$ cat src/verilog/timer16_pkg.sv
// Package with register map, field positions and reset values for the timer
package timer16_pkg;
  // Byte addresses of the word-aligned registers
  localparam logic [7:0] ADDR_STATUS = 8'h00;
  localparam logic [7:0] ADDR_CAP1_HIGH = 8'h04;
  localparam logic [7:0] ADDR_CAP1_LOW = 8'h08;
  localparam logic [7:0] ADDR_CMP1_HIGH = 8'h0c;
  localparam logic [7:0] ADDR_CMP1_LOW = 8'h10;
  localparam logic [7:0] ADDR_CMP2_HIGH = 8'h14;
  localparam logic [7:0] ADDR_CMP2_LOW = 8'h18;
  localparam logic [7:0] ADDR_CNT_HIGH = 8'h1c;
  localparam logic [7:0] ADDR_CNT_LOW = 8'h20;
  localparam logic [7:0] ADDR_ALT_HIGH = 8'h24;
  localparam logic [7:0] ADDR_ALT_LOW = 8'h28;
  localparam logic [7:0] ADDR_CAP2_HIGH = 8'h2c;
  localparam logic [7:0] ADDR_CAP2_LOW = 8'h30;
  localparam logic [7:0] ADDR_CONFIG = 8'h34;
  // Status field positions
  localparam int BIT_CAP1_FLAG = 7;
  localparam int BIT_CMP1_FLAG = 6;
  localparam int BIT_OVF_FLAG = 5;
  localparam int BIT_CAP2_FLAG = 4;
  localparam int BIT_CMP2_FLAG = 3;
  localparam int BIT_DISABLE = 2;
  // Config field positions
  localparam int BIT_CAP_IE = 7;
  localparam int BIT_CMP_IE = 6;
  localparam int BIT_OVF_IE = 5;
  localparam int BIT_PWM = 4;
  localparam int BIT_EDGE2 = 3;
  localparam int BIT_EDGE1 = 2;
  localparam int BIT_LEVEL2 = 1;
  localparam int BIT_LEVEL1 = 0;
  // Reset values
  localparam logic [7:0] CONFIG_RESET = 8'h00;
  localparam logic [15:0] COUNT_RESET = 16'hfffc;
  localparam logic [15:0] COUNT_MAX = 16'hffff;
  localparam logic [15:0] VALUE_RESET = 16'h0000;
  // Counter advances once every PRESCALE_LAST plus one (four) pclk cycles
  localparam logic [1:0] PRESCALE_LAST = 2'h3;
endpackage

$ cat src/verilog/timer16_status_capture_regs.sv
// Status, capture, compare and counter registers of a 16-bit timer
`timescale 1ns/1ps
module timer16_status_capture_regs
(
  // Clock and reset
  input wire logic pclk,
  input wire logic presetn,
  // APB slave
  input wire logic psel,
  input wire logic penable,
  input wire logic pwrite,
  input wire logic [7:0] paddr,
  input wire logic [31:0] pwdata,
  output logic [31:0] prdata,
  output logic pready,
  output logic pslverr,
  // Timer pins
  input wire logic capture_one_pin,
  input wire logic capture_two_pin,
  output logic compare_one_pin,
  output logic compare_two_pin,
  output logic compare_one_oe,
  output logic compare_two_oe,
  // Interrupt request
  output logic timer_irq
);
  import timer16_pkg::*;

  logic capture_one_flag_q;
  logic compare_one_flag_q;
  logic overflow_flag_q;
  logic capture_two_flag_q;
  logic compare_two_flag_q;
  logic timer_disable_bit_q;
  logic [7:0] status_word;
  logic [7:0] config_q;
  logic [15:0] count_q;
  logic [1:0] presc_q;
  logic [15:0] cap1_q;
  logic [15:0] cap2_q;
  logic [15:0] cmp1_q;
  logic [15:0] cmp2_q;
  logic armed_q;
  logic armed_rd_q;
  logic [2:0] sync1_q;
  logic [2:0] sync2_q;
  logic level1_q;
  logic level2_q;

  logic access;
  logic wr;
  logic rd;
  logic hit_status;
  logic tick;
  logic cnt_reset;
  logic cap1_evt;
  logic cap2_evt;
  logic cmp1_evt;
  logic cmp2_evt;
  logic ovf_evt;
  logic pwm_evt;
  logic disabled;
  logic [7:0] rdata;
  logic known;
  logic clr_cap1;
  logic clr_cmp1;
  logic clr_ovf;
  logic clr_cap2;
  logic clr_cmp2;

  // Address match of a completing access
  function automatic logic hit(input logic [7:0] a, input logic [7:0] r);
    hit = (a == r);
  endfunction

  // Second step of a flag clear: an armed access to the low byte
  function automatic logic clear_hit(input logic acc, input logic arm,
                                     input logic [7:0] a,
                                     input logic [7:0] r);
    clear_hit = acc & arm & (a == r);
  endfunction

  // Single-cycle access: every access completes in its access phase
  assign access = psel & penable;
  assign wr = access & pwrite;
  assign rd = access & ~pwrite;
  assign hit_status = access & hit(paddr, ADDR_STATUS);
  assign disabled = timer_disable_bit_q;

  // Only a status read arms the capture and compare flag clears
  always_ff @(posedge pclk or negedge presetn)
  begin
    if (!presetn)
      armed_rd_q <= 1'b0;
    else if (rd & hit(paddr, ADDR_STATUS))
      armed_rd_q <= 1'b1;
    else if (access)
      armed_rd_q <= 1'b0;
  end

  // Any status access, read or write, arms the overflow clear
  // A write counts too, so freezing then reading the counter clears it
  always_ff @(posedge pclk or negedge presetn)
  begin
    if (!presetn)
      armed_q <= 1'b0;
    else if (hit_status)
      armed_q <= 1'b1;
    else if (access)
      armed_q <= 1'b0;
  end

  // Pin synchronisers; bit 0 is only read by bit 1
  always_ff @(posedge pclk or negedge presetn)
  begin
    if (!presetn)
    begin
      sync1_q <= 3'h0;
      sync2_q <= 3'h0;
    end
    else
    begin
      sync1_q <= {sync1_q[1:0], capture_one_pin};
      sync2_q <= {sync2_q[1:0], capture_two_pin};
    end
  end

  // Edge selection on synchronised capture inputs
  assign cap1_evt = config_q[BIT_EDGE1] ? (sync1_q[1] & ~sync1_q[2])
                                        : (~sync1_q[1] & sync1_q[2]);
  assign cap2_evt = config_q[BIT_EDGE2] ? (sync2_q[1] & ~sync2_q[2])
                                        : (~sync2_q[1] & sync2_q[2]);

  // Counter events only fire on a live prescaler tick
  assign tick = ~disabled & (presc_q == PRESCALE_LAST);
  assign cmp1_evt = tick & (count_q[15:8] == cmp1_q[15:8]) &
                    (count_q[7:0] == cmp1_q[7:0]);
  assign cmp2_evt = tick & (count_q[15:8] == cmp2_q[15:8]) &
                    (count_q[7:0] == cmp2_q[7:0]);
  assign pwm_evt = cmp2_evt & config_q[BIT_PWM];
  assign ovf_evt = tick & (count_q == COUNT_MAX);

  // Either counter low byte write restarts counting, even when disabled
  assign cnt_reset = wr & (hit(paddr, ADDR_CNT_LOW) |
                           hit(paddr, ADDR_ALT_LOW));

  // Prescaler and free-running counter, frozen by the disable bit
  always_ff @(posedge pclk or negedge presetn)
  begin
    if (!presetn)
    begin
      presc_q <= 2'h0;
      count_q <= COUNT_RESET;
    end
    else if (cnt_reset)
    begin
      presc_q <= 2'h0;
      count_q <= COUNT_RESET;
    end
    else if (!disabled)
    begin
      presc_q <= presc_q + 2'h1;
      if (tick)
        count_q <= count_q + 16'h0001;
    end
  end

  // Capture latches copy the live counter on each event
  always_ff @(posedge pclk or negedge presetn)
  begin
    if (!presetn)
    begin
      cap1_q <= VALUE_RESET;
      cap2_q <= VALUE_RESET;
    end
    else
    begin
      if (cap1_evt)
        cap1_q <= count_q;
      if (cap2_evt)
        cap2_q <= count_q;
    end
  end

  // Compare values and configuration written by software
  always_ff @(posedge pclk or negedge presetn)
  begin
    if (!presetn)
    begin
      cmp1_q <= VALUE_RESET;
      cmp2_q <= VALUE_RESET;
      config_q <= CONFIG_RESET;
    end
    else if (wr)
    begin
      if (hit(paddr, ADDR_CMP1_HIGH))
        cmp1_q[15:8] <= pwdata[7:0];
      if (hit(paddr, ADDR_CMP1_LOW))
        cmp1_q[7:0] <= pwdata[7:0];
      if (hit(paddr, ADDR_CMP2_HIGH))
        cmp2_q[15:8] <= pwdata[7:0];
      if (hit(paddr, ADDR_CMP2_LOW))
        cmp2_q[7:0] <= pwdata[7:0];
      if (hit(paddr, ADDR_CONFIG))
        config_q <= pwdata[7:0];
    end
  end

  // Clear strobes; the alternate counter view never clears overflow
  assign clr_cap1 = clear_hit(access, armed_rd_q, paddr, ADDR_CAP1_LOW);
  assign clr_cmp1 = clear_hit(access, armed_rd_q, paddr, ADDR_CMP1_LOW);
  assign clr_ovf = clear_hit(access, armed_q, paddr, ADDR_CNT_LOW);
  assign clr_cap2 = clear_hit(access, armed_rd_q, paddr, ADDR_CAP2_LOW);
  assign clr_cmp2 = clear_hit(access, armed_rd_q, paddr, ADDR_CMP2_LOW);

  // Capture one flag; the set wins so a same-cycle event is not lost
  always_ff @(posedge pclk or negedge presetn)
  begin
    if (!presetn)
      capture_one_flag_q <= 1'b0;
    else if (cap1_evt | pwm_evt)
      capture_one_flag_q <= 1'b1;
    else if (clr_cap1)
      capture_one_flag_q <= 1'b0;
  end

  // Compare one flag
  always_ff @(posedge pclk or negedge presetn)
  begin
    if (!presetn)
      compare_one_flag_q <= 1'b0;
    else if (cmp1_evt)
      compare_one_flag_q <= 1'b1;
    else if (clr_cmp1)
      compare_one_flag_q <= 1'b0;
  end

  // Overflow flag; only the main counter low byte completes its clear
  always_ff @(posedge pclk or negedge presetn)
  begin
    if (!presetn)
      overflow_flag_q <= 1'b0;
    else if (ovf_evt)
      overflow_flag_q <= 1'b1;
    else if (clr_ovf)
      overflow_flag_q <= 1'b0;
  end

  // Capture two flag
  always_ff @(posedge pclk or negedge presetn)
  begin
    if (!presetn)
      capture_two_flag_q <= 1'b0;
    else if (cap2_evt)
      capture_two_flag_q <= 1'b1;
    else if (clr_cap2)
      capture_two_flag_q <= 1'b0;
  end

  // Compare two flag
  always_ff @(posedge pclk or negedge presetn)
  begin
    if (!presetn)
      compare_two_flag_q <= 1'b0;
    else if (cmp2_evt)
      compare_two_flag_q <= 1'b1;
    else if (clr_cmp2)
      compare_two_flag_q <= 1'b0;
  end

  // Disable bit is the only software-writable status bit
  always_ff @(posedge pclk or negedge presetn)
  begin
    if (!presetn)
      timer_disable_bit_q <= 1'b0;
    else if (wr & hit(paddr, ADDR_STATUS))
      timer_disable_bit_q <= pwdata[BIT_DISABLE];
  end

  // Status word as software sees it; bits 1:0 always read zero
  always_comb
  begin
    status_word = 8'h00;
    status_word[BIT_CAP1_FLAG] = capture_one_flag_q;
    status_word[BIT_CMP1_FLAG] = compare_one_flag_q;
    status_word[BIT_OVF_FLAG] = overflow_flag_q;
    status_word[BIT_CAP2_FLAG] = capture_two_flag_q;
    status_word[BIT_CMP2_FLAG] = compare_two_flag_q;
    status_word[BIT_DISABLE] = timer_disable_bit_q;
  end

  // Output compare levels follow the configured level on a match
  always_ff @(posedge pclk or negedge presetn)
  begin
    if (!presetn)
    begin
      level1_q <= 1'b0;
      level2_q <= 1'b0;
    end
    else
    begin
      if (cmp1_evt)
        level1_q <= config_q[BIT_LEVEL1];
      if (cmp2_evt)
        level2_q <= config_q[BIT_LEVEL2];
    end
  end

  // Pins registered; the disable bit releases both drivers
  always_ff @(posedge pclk or negedge presetn)
  begin
    if (!presetn)
    begin
      compare_one_pin <= 1'b0;
      compare_two_pin <= 1'b0;
      compare_one_oe <= 1'b0;
      compare_two_oe <= 1'b0;
    end
    else
    begin
      compare_one_pin <= level1_q & ~disabled;
      compare_two_pin <= level2_q & ~disabled;
      compare_one_oe <= ~disabled;
      compare_two_oe <= ~disabled;
    end
  end

  // Interrupt request, registered so the output is a flop
  always_ff @(posedge pclk or negedge presetn)
  begin
    if (!presetn)
      timer_irq <= 1'b0;
    else
      timer_irq <= (config_q[BIT_CAP_IE] & (capture_one_flag_q |
                    capture_two_flag_q)) |
                   (config_q[BIT_CMP_IE] & (compare_one_flag_q |
                    compare_two_flag_q)) |
                   (config_q[BIT_OVF_IE] & overflow_flag_q);
  end

  // Read multiplexer; unknown addresses read zero and error
  always_comb
  begin
    rdata = 8'h00;
    known = 1'b1;
    case (paddr)
      ADDR_STATUS: rdata = status_word;
      ADDR_CAP1_HIGH: rdata = cap1_q[15:8];
      ADDR_CAP1_LOW: rdata = cap1_q[7:0];
      ADDR_CMP1_HIGH: rdata = cmp1_q[15:8];
      ADDR_CMP1_LOW: rdata = cmp1_q[7:0];
      ADDR_CMP2_HIGH: rdata = cmp2_q[15:8];
      ADDR_CMP2_LOW: rdata = cmp2_q[7:0];
      ADDR_CNT_HIGH: rdata = count_q[15:8];
      ADDR_CNT_LOW: rdata = count_q[7:0];
      ADDR_ALT_HIGH: rdata = count_q[15:8];
      ADDR_ALT_LOW: rdata = count_q[7:0];
      ADDR_CAP2_HIGH: rdata = cap2_q[15:8];
      ADDR_CAP2_LOW: rdata = cap2_q[7:0];
      ADDR_CONFIG: rdata = config_q;
      default: known = 1'b0;
    endcase
  end

  // APB answer: no wait cycle, pready high in the first access-phase cycle
  always_ff @(posedge pclk or negedge presetn)
  begin
    if (!presetn)
    begin
      prdata <= 32'h0000_0000;
      pready <= 1'b0;
      pslverr <= 1'b0;
    end
    else
    begin
      pready <= psel & ~penable;
      pslverr <= psel & ~penable & ~known;
      prdata <= (psel & ~penable & ~pwrite) ? {24'h000000, rdata}
                                            : 32'h0000_0000;
    end
  end

endmodule

$ cat config.mk
export PLATFORM = sky130hd
export DESIGN_NAME = timer16_status_capture_regs
export DESIGN_NICKNAME = d
export VERILOG_FILES = /design/src/verilog/timer16_pkg.sv /design/src/verilog/timer16_status_capture_regs.sv
export SDC_FILE = /design/constraint.sdc
export NUM_CORES = 1
export LEC_CHECK = 0
export BUFFER_PORTS_ARGS = -buffer_cell sky130_fd_sc_hd__buf_4
export CAP_MARGIN = 20
export CORE_MARGIN = 2
export CORE_UTILIZATION = 44
export DETAILED_ROUTE_END_ITERATION = 10
export PLACE_DENSITY = 0.73
export SYNTH_ARGS = -nofsm -noshare
export SYNTH_HDL_FRONTEND = slang
export SYNTH_SLANG_ARGS = --single-unit
$ cat constraint.sdc
create_clock -name pclk -period 2.29 [get_ports pclk]
set_clock_uncertainty 0.2 [all_clocks]
set_input_delay 0.458 -clock pclk [delete_from_list [all_inputs] [get_ports pclk]]
set_output_delay 0.458 -clock pclk [all_outputs]
set_load 0.01 [all_outputs]
==> flow_metrics.env, run 1 <==
export IMPL_switching_share=0.266
export IMPL_clock_latency_ps=420
export IMPL_setup_violations=0
export IMPL_regArea_sq_um=3020
export IMPL_worst_endpoint_arrival_ps=2270
export IMPL_reg2reg_setup_slack_ps=120
export IMPL_global_route_wire_length_before_repair_um=26300
export IMPL_nFillCells=1215
export IMPL_finalMaxSlewViolations=0
export IMPL_power_ir_vdd_worst_uv=539
export IMPL_flow_area_growth_from_synthesis_pct=19.8
export IMPL_clkSlewWorstSetupHoldPaths_ps=60
export IMPL_synthesis_area_per_instance_sq_um=11.6
export IMPL_routedWlPerCell_um=21.6
export IMPL_tritoncts="done"
export IMPL_die_footprint_sq_um=15000
export IMPL_synth_cell_area_sq_um=6170
export IMPL_worstSetupStartpointType="register"
export IMPL_layout_cells_most_common="dfrtp_1"
export IMPL_worst_case_reg_to_reg_path_depth=5
export IMPL_finalSetupTns_ps=0
export IMPL_largest_area_contributor_in_the_synthesized_netlist="dfrtp_1"
export IMPL_die_w_um=122
export IMPL_antennaDiodeCount=0
export IMPL_drv_max_cap_violation_count=0
export IMPL_globalRouteOverflowTotal=0
export IMPL_top_level_ports=86
export IMPL_h_tree_depth=4
export IMPL_layout_drive_gt1_share=0.367
export IMPL_grt_pass1_vias=4529
export IMPL_synthCells=532
export IMPL_async_flop_share=1.00
export IMPL_yosys_top_cells_area="dfrtp_1 (43%), mux2_2 (14%), dfstp_2 (6.0%), xnor2_1 (4.8%), buf_4 (3.3%)"
export IMPL_netSwitchingPower_uw=1650
export IMPL_relSlewSlack=0.662
export IMPL_synth_edf_count=0
export IMPL_finalNetCount=648
export IMPL_critical_path_max_stage_delay_ps=660
export IMPL_clk_root_buffer_cell="clkbuf_16"
export IMPL_worst_path_max_delay_cell="dfstp_2"
export IMPL_grt_max_degree=46
export IMPL_drt_vias_per_instance=5.74
export IMPL_floorplan_initialDensity=0.448
export IMPL_worst_ep_required_time_ps=2390
export IMPL_hold_violation_count_in_the_final_report=0
export IMPL_floorplan_rows=43
export IMPL_ys_ff_latch=120
export IMPL_power_static_leakage_uw=0.00339
export IMPL_post_cts_resize_count=0
export IMPL_power_density_nw_per_um2=838
export IMPL_gr_usage_all_layers=0.245
export IMPL_hold_path_class="primary input to register"
export IMPL_worstHoldPathCells=2
export IMPL_gp_congestion=0.957
export IMPL_multi_input_area_sq_um=2880
export IMPL_synth_seq_area_share=0.490
export IMPL_run_status="complete, no violations"
export IMPL_path_common_cell="nand4_1"
export IMPL_design_core_area_sq_um=13800
export IMPL_yosys_warnings=0
export IMPL_clock_power_share=0.431
export IMPL_fin_area_sq_um=7390
export IMPL_maximum_clock_frequency_ghz=0.461
export IMPL_antenna_violating_nets_post_route=0
export IMPL_clk_path_buf_depth=2
export IMPL_layout_common_cells="dfrtp_1 (106), mux2_2 (78), buf_4 (78), nand2_1 (37), xnor2_1 (34)"
export IMPL_share_of_total_power_in_combinational_logic=0.140
export IMPL_clkSinkCount=120
export IMPL_worst_r2r_startpoint="count_q[4]"
export IMPL_reg2reg_to="level1_q"
export IMPL_fp_dieH_um=122
export IMPL_actual_transition_at_the_worst_max_transition_pin_ps=503
export IMPL_cts_buffers_inserted=17
export IMPL_path_max_fanout=8
export IMPL_power_report_internal_total_uw=4550
export IMPL_hold_startpoint="pwrite"
export IMPL_final_core_util=0.536
export IMPL_netlist_cell_type_count=57
export IMPL_post_route_min_period_ps=2170
export IMPL_critical_path_cell_chain="xnor2_1 -> nand4_1 -> nor3_1 -> nand4_1 -> mux2_2"
export IMPL_holdPathEnd="armed_rd_q"
export IMPL_port_buffers=37
export IMPL_place_area_sq_um=6760
export IMPL_drt_first_iter_violations=317
export IMPL_unrepaired_setup_endpoints_after_global_routing="false"
export IMPL_seq_power_share=0.429
export IMPL_drt_wl_total_um=17100
export IMPL_drc=0
export IMPL_antenna_found_initial=0
export IMPL_yosysTopAreaCellShare=0.430
export IMPL_endpoint_kind="register"
export IMPL_drt_pre_antenna_iters=5
export IMPL_layout_worst_path_cycle_share=0.947
export IMPL_synth_top_flop_cell="dfrtp_1"
export IMPL_detailedPlacementHpwl_um=12600
export IMPL_vias=4535
export IMPL_worst_setup_path_class="register to register"
-- how the worst max path moves through the flow --
stage,slack (ps),end,cells after the start,from
3_3_place_gp,30,prdata[1],6,paddr[3]
2_1_floorplan,250,cmp2_q[10],5,paddr[5]
5_1_grt,70,level2_q,5,count_q[3]
6_report,120,level1_q,5,count_q[4]
4_1_cts,110,level1_q,5,count_q[4]
3_5_place_dp,30,config_q[3],5,paddr[5]
-- Yosys cell counts, types with 10 or more instances --
master / instances
nor2_1: 16
o21ai_0: 19
mux2_2: 78
nand3_1: 14
xor2_1: 11
a32o_1: 11
buf_4: 27
clkbuf_1: 18
nand2_1: 37
xnor2_1: 34
dfrtp_1: 106
nand4_1: 10
dfstp_2: 14
-- routing by layer --
| metal | vias up | GRT usage | part of all wire |
|---|---|---|---|
| li1 | 1992 | - | - |
| met1 | 2280 | 0.330 | 0.44 |
| met2 | 222 | 0.373 | 0.46 |
| met3 | 41 | 0.0595 | 0.070 |
| met4 | 0 | 0.113 | 0.036 |
| met5 | - | 0 | 0 |
-- power by group through the flow --
stage	sequential (uW)	combinational, uW	clock, uW
CTS	2650	867	2700
detailed placement	2680	860	0
finish	2660	869	2670
global placement	2660	828	0
floorplan	2490	703	0
global route	2690	953	2790
-- flip-flops by register name, indices dropped and copies added, names as in the netlist, 2 cells and up --
| register | flops |
|---|---|
| cap1_q | 16 |
| cap2_q | 16 |
| cmp1_q | 16 |
| cmp2_q | 16 |
| config_q | 8 |
| count_q | 16 |
| prdata | 8 |
| presc_q | 2 |
| sync1_q | 3 |
| sync2_q | 3 |
-- worst max-delay path: cells and delay by family (launching register included) --
| kind | cells | cell delay, ps |
|---|---|---|
| muxes | 1 | 300 |
| and+or+nand+nor | 3 | 700 |
| DFF | 1 | 660 |
| xor gates and xnor gates | 1 | 190 |
-- per-stage QoR --
step                power (uW)  setup slack, ps  hold slack [ps]  cells
floorplan                 3190              252            -37.6    555
global placement          3490             26.5              135    755
detailed placement        3540             32.5              137    755
CTS                       6220              110             20.3    788
global route              6430             66.2             49.0    790
finish                    6190              122             43.1    790
-- cell families after synthesis --
| logic type | Yosys count | synth area share |
|---|---|---|
| compound gates | 72 | 0.0858 |
| xor+xnor | 45 | 0.0639 |
| fa+ha+maj | 2 | 0.00406 |
| buf+inv | 65 | 0.0592 |
| flops | 120 | 0.490 |
| mux | 94 | 0.175 |
| other cells | 1 | 0.000608 |
| simple gates | 133 | 0.122 |
-- layout make-up --
type,count,share of cell area
inverters,7,0.00356
repair buffers,83,0.0887
multi-input cells,370,0.389
clock buffers,21,0.0623
clock inverters,9,0.0169
flip-flops and latches,120,0.409
well taps,180,0.0305
-- timing repair --
item,4_1_cts,5_1_grt
endpoints found under the hold margin,21,0
endpoints found under the setup margin,0,2
hold buffers,3,0
buffers inserted,0,2
Power figures use the tool's default switching activity.
==> run 2: changes to the inputs <==
Settings changed: MAX_ROUTING_LAYER set to met4.
==> run 2 against run 1 <==
  * Sequential cell count did not move
  * Fmax increased by 0.72%
  * Die area unchanged
  * Sequential power hardly changed
  * Sequential share of layout area decreased by 0.083 points
  * Via count grew 0.20%
  * Global-route usage grew 2.1 points
  * Clock-buffer cell count unchanged
  * Power shrank 1.1%
  * Register-to-register slack better by 20 ps
  * Highest routed layer unchanged
  * Clock power shrank 4%
==> flow_metrics.env, run 2 (synthesis results as in run 1) <==
export IMPL_layout_drive_gt1_share=0.373
export IMPL_detailedPlacementHpwl_um=12700
export IMPL_globalRouteOverflowTotal=0
export IMPL_post_route_min_period_ps=2150
export IMPL_hold_violation_count_in_the_final_report=0
export IMPL_power_static_leakage_uw=0.00341
export IMPL_relSlewSlack=0.659
export IMPL_port_buffers=37
export IMPL_actual_transition_at_the_worst_max_transition_pin_ps=511
export IMPL_tritoncts="done"
export IMPL_design_core_area_sq_um=13800
export IMPL_h_tree_depth=4
export IMPL_grt_pass1_vias=4693
export IMPL_antennaDiodeCount=0
export IMPL_worst_setup_path_class="register to register"
export IMPL_worstSetupStartpointType="register"
export IMPL_gr_usage_all_layers=0.266
export IMPL_drt_pre_antenna_iters=5
export IMPL_worst_ep_required_time_ps=2400
export IMPL_finalNetCount=653
export IMPL_drt_wl_total_um=17700
export IMPL_post_route_worst_setup_slack_ps=138
export IMPL_run_status="complete, no violations"
export IMPL_hold_path_class="primary input to register"
export IMPL_maximum_clock_frequency_ghz=0.465
export IMPL_drv_max_cap_violation_count=0
export IMPL_clock_latency_ps=430
export IMPL_layout_worst_path_cycle_share=0.940
export IMPL_vias=4544
export IMPL_antenna_violating_nets_post_route=0
export IMPL_nFillCells=1214
export IMPL_post_cts_resize_count=0
export IMPL_drt_first_iter_violations=391
export IMPL_global_route_wire_length_before_repair_um=28000
export IMPL_routedWlPerCell_um=22.2
export IMPL_finalSetupTns_ps=0
export IMPL_report_power_total_uw=6130
export IMPL_fp_dieH_um=122
export IMPL_gp_congestion=0.981
export IMPL_clkSlewWorstSetupHoldPaths_ps=50
export IMPL_top_level_ports=86
export IMPL_unrepaired_setup_endpoints_after_global_routing="false"
export IMPL_floorplan_initialDensity=0.448
export IMPL_finalMaxSlewViolations=0
export IMPL_path_max_fanout=5
export IMPL_clk_path_buf_depth=2
export IMPL_power_ir_vdd_worst_uv=513
export IMPL_flow_area_growth_from_synthesis_pct=20.0
export IMPL_die_w_um=122
export IMPL_power_density_nw_per_um2=828
export IMPL_placement_setup_worst_slack_ps=78.6
export IMPL_endpoint_kind="register"
export IMPL_layout_cells_most_common="dfrtp_1"
export IMPL_setup_violations=0
export IMPL_clk_root_buffer_cell="clkbuf_16"
export IMPL_clkSinkCount=120
export IMPL_die_footprint_sq_um=15000
export IMPL_drc=0
export IMPL_antenna_found_initial=0
export IMPL_worst_endpoint_arrival_ps=2260
export IMPL_cts_buffers_inserted=17
export IMPL_layout_common_cells="dfrtp_1 (106), buf_4 (83), mux2_2 (78), nand2_1 (37), xnor2_1 (34)"
export IMPL_grt_max_degree=83
export IMPL_drt_vias_per_instance=5.71
export IMPL_floorplan_rows=43
==> run 2: changes by cell type in the layout (fill, tap and decap cells not counted), sizes merged <==
cell / change
bufinv: -1
clkinv: +3
buf: +5
clkinvlp: -1
==> run 2: worst paths after layout <==
path	startpoint	cells past startpoint	slack [ps]	end
min reg2reg	sync2_q[0]	0	150	sync2_q[1]
min	pwrite	2	50	armed_rd_q
max reg2reg	count_q[4]	5	140	level1_q
min in group asynchronous	presetn	3	380	cap1_q[15]
max	count_q[4]	5	140	level1_q
max in group asynchronous	presetn	3	1060	count_q[14]
==> run 2: layout make-up <==
class	instances	area, sq um	share of cell area
clock buffers	21	460	0.0622
clock inverters	10	103	0.0139
inverters	7	26.3	0.00355
multi-input cells	370	2880	0.388
flip-flops and latches	120	3020	0.408
well taps	180	225	0.0304
repair buffers	88	693	0.0936
==> run 2: routing by layer <==
layer / wire (um) / GRT usage / up-vias
li1: - / - / 2010
met1: 7520 / 0.347 / 2272
met2: 8320 / 0.397 / 221
met3: 1320 / 0.0613 / 41
met4: 533 / 0.119 / 0
met5: 0 / - / -
==> run 2: repair_timing <==
item                                    in CTS  in global routing
endpoints found under the hold margin      108                  0
hold buffers                                 3                  0
endpoints found under the setup margin       0                  2
buffers inserted                             0                  1
==> run 2: where the power goes <==
part | internal [uW] | switching, uW | leakage (uW) | total, uW
clock network | 1630 | 939 | 0.000282 | 2570
registers | 2380 | 272 | 0.00154 | 2650
logic | 433 | 469 | 0.00158 | 901
==> run 2: stage by stage <==
stage	instance area (sq um)	utilization	hold slack, ps	cells
finish	7400	0.538	49.3	796
global route	7400	0.538	54.4	796
CTS	7400	0.537	42.1	795
detailed placement	6800	0.494	138	761
global placement	6800	0.494	137	761
floorplan	6250	-	-37.6	555
==> run 2: critical path: stages (launching register included) <==
cell     delay, ps
dfstp_2        630
xnor2_1        210
nand4_1        130
nor3_1         370
nand4_1        190
mux2_2         300
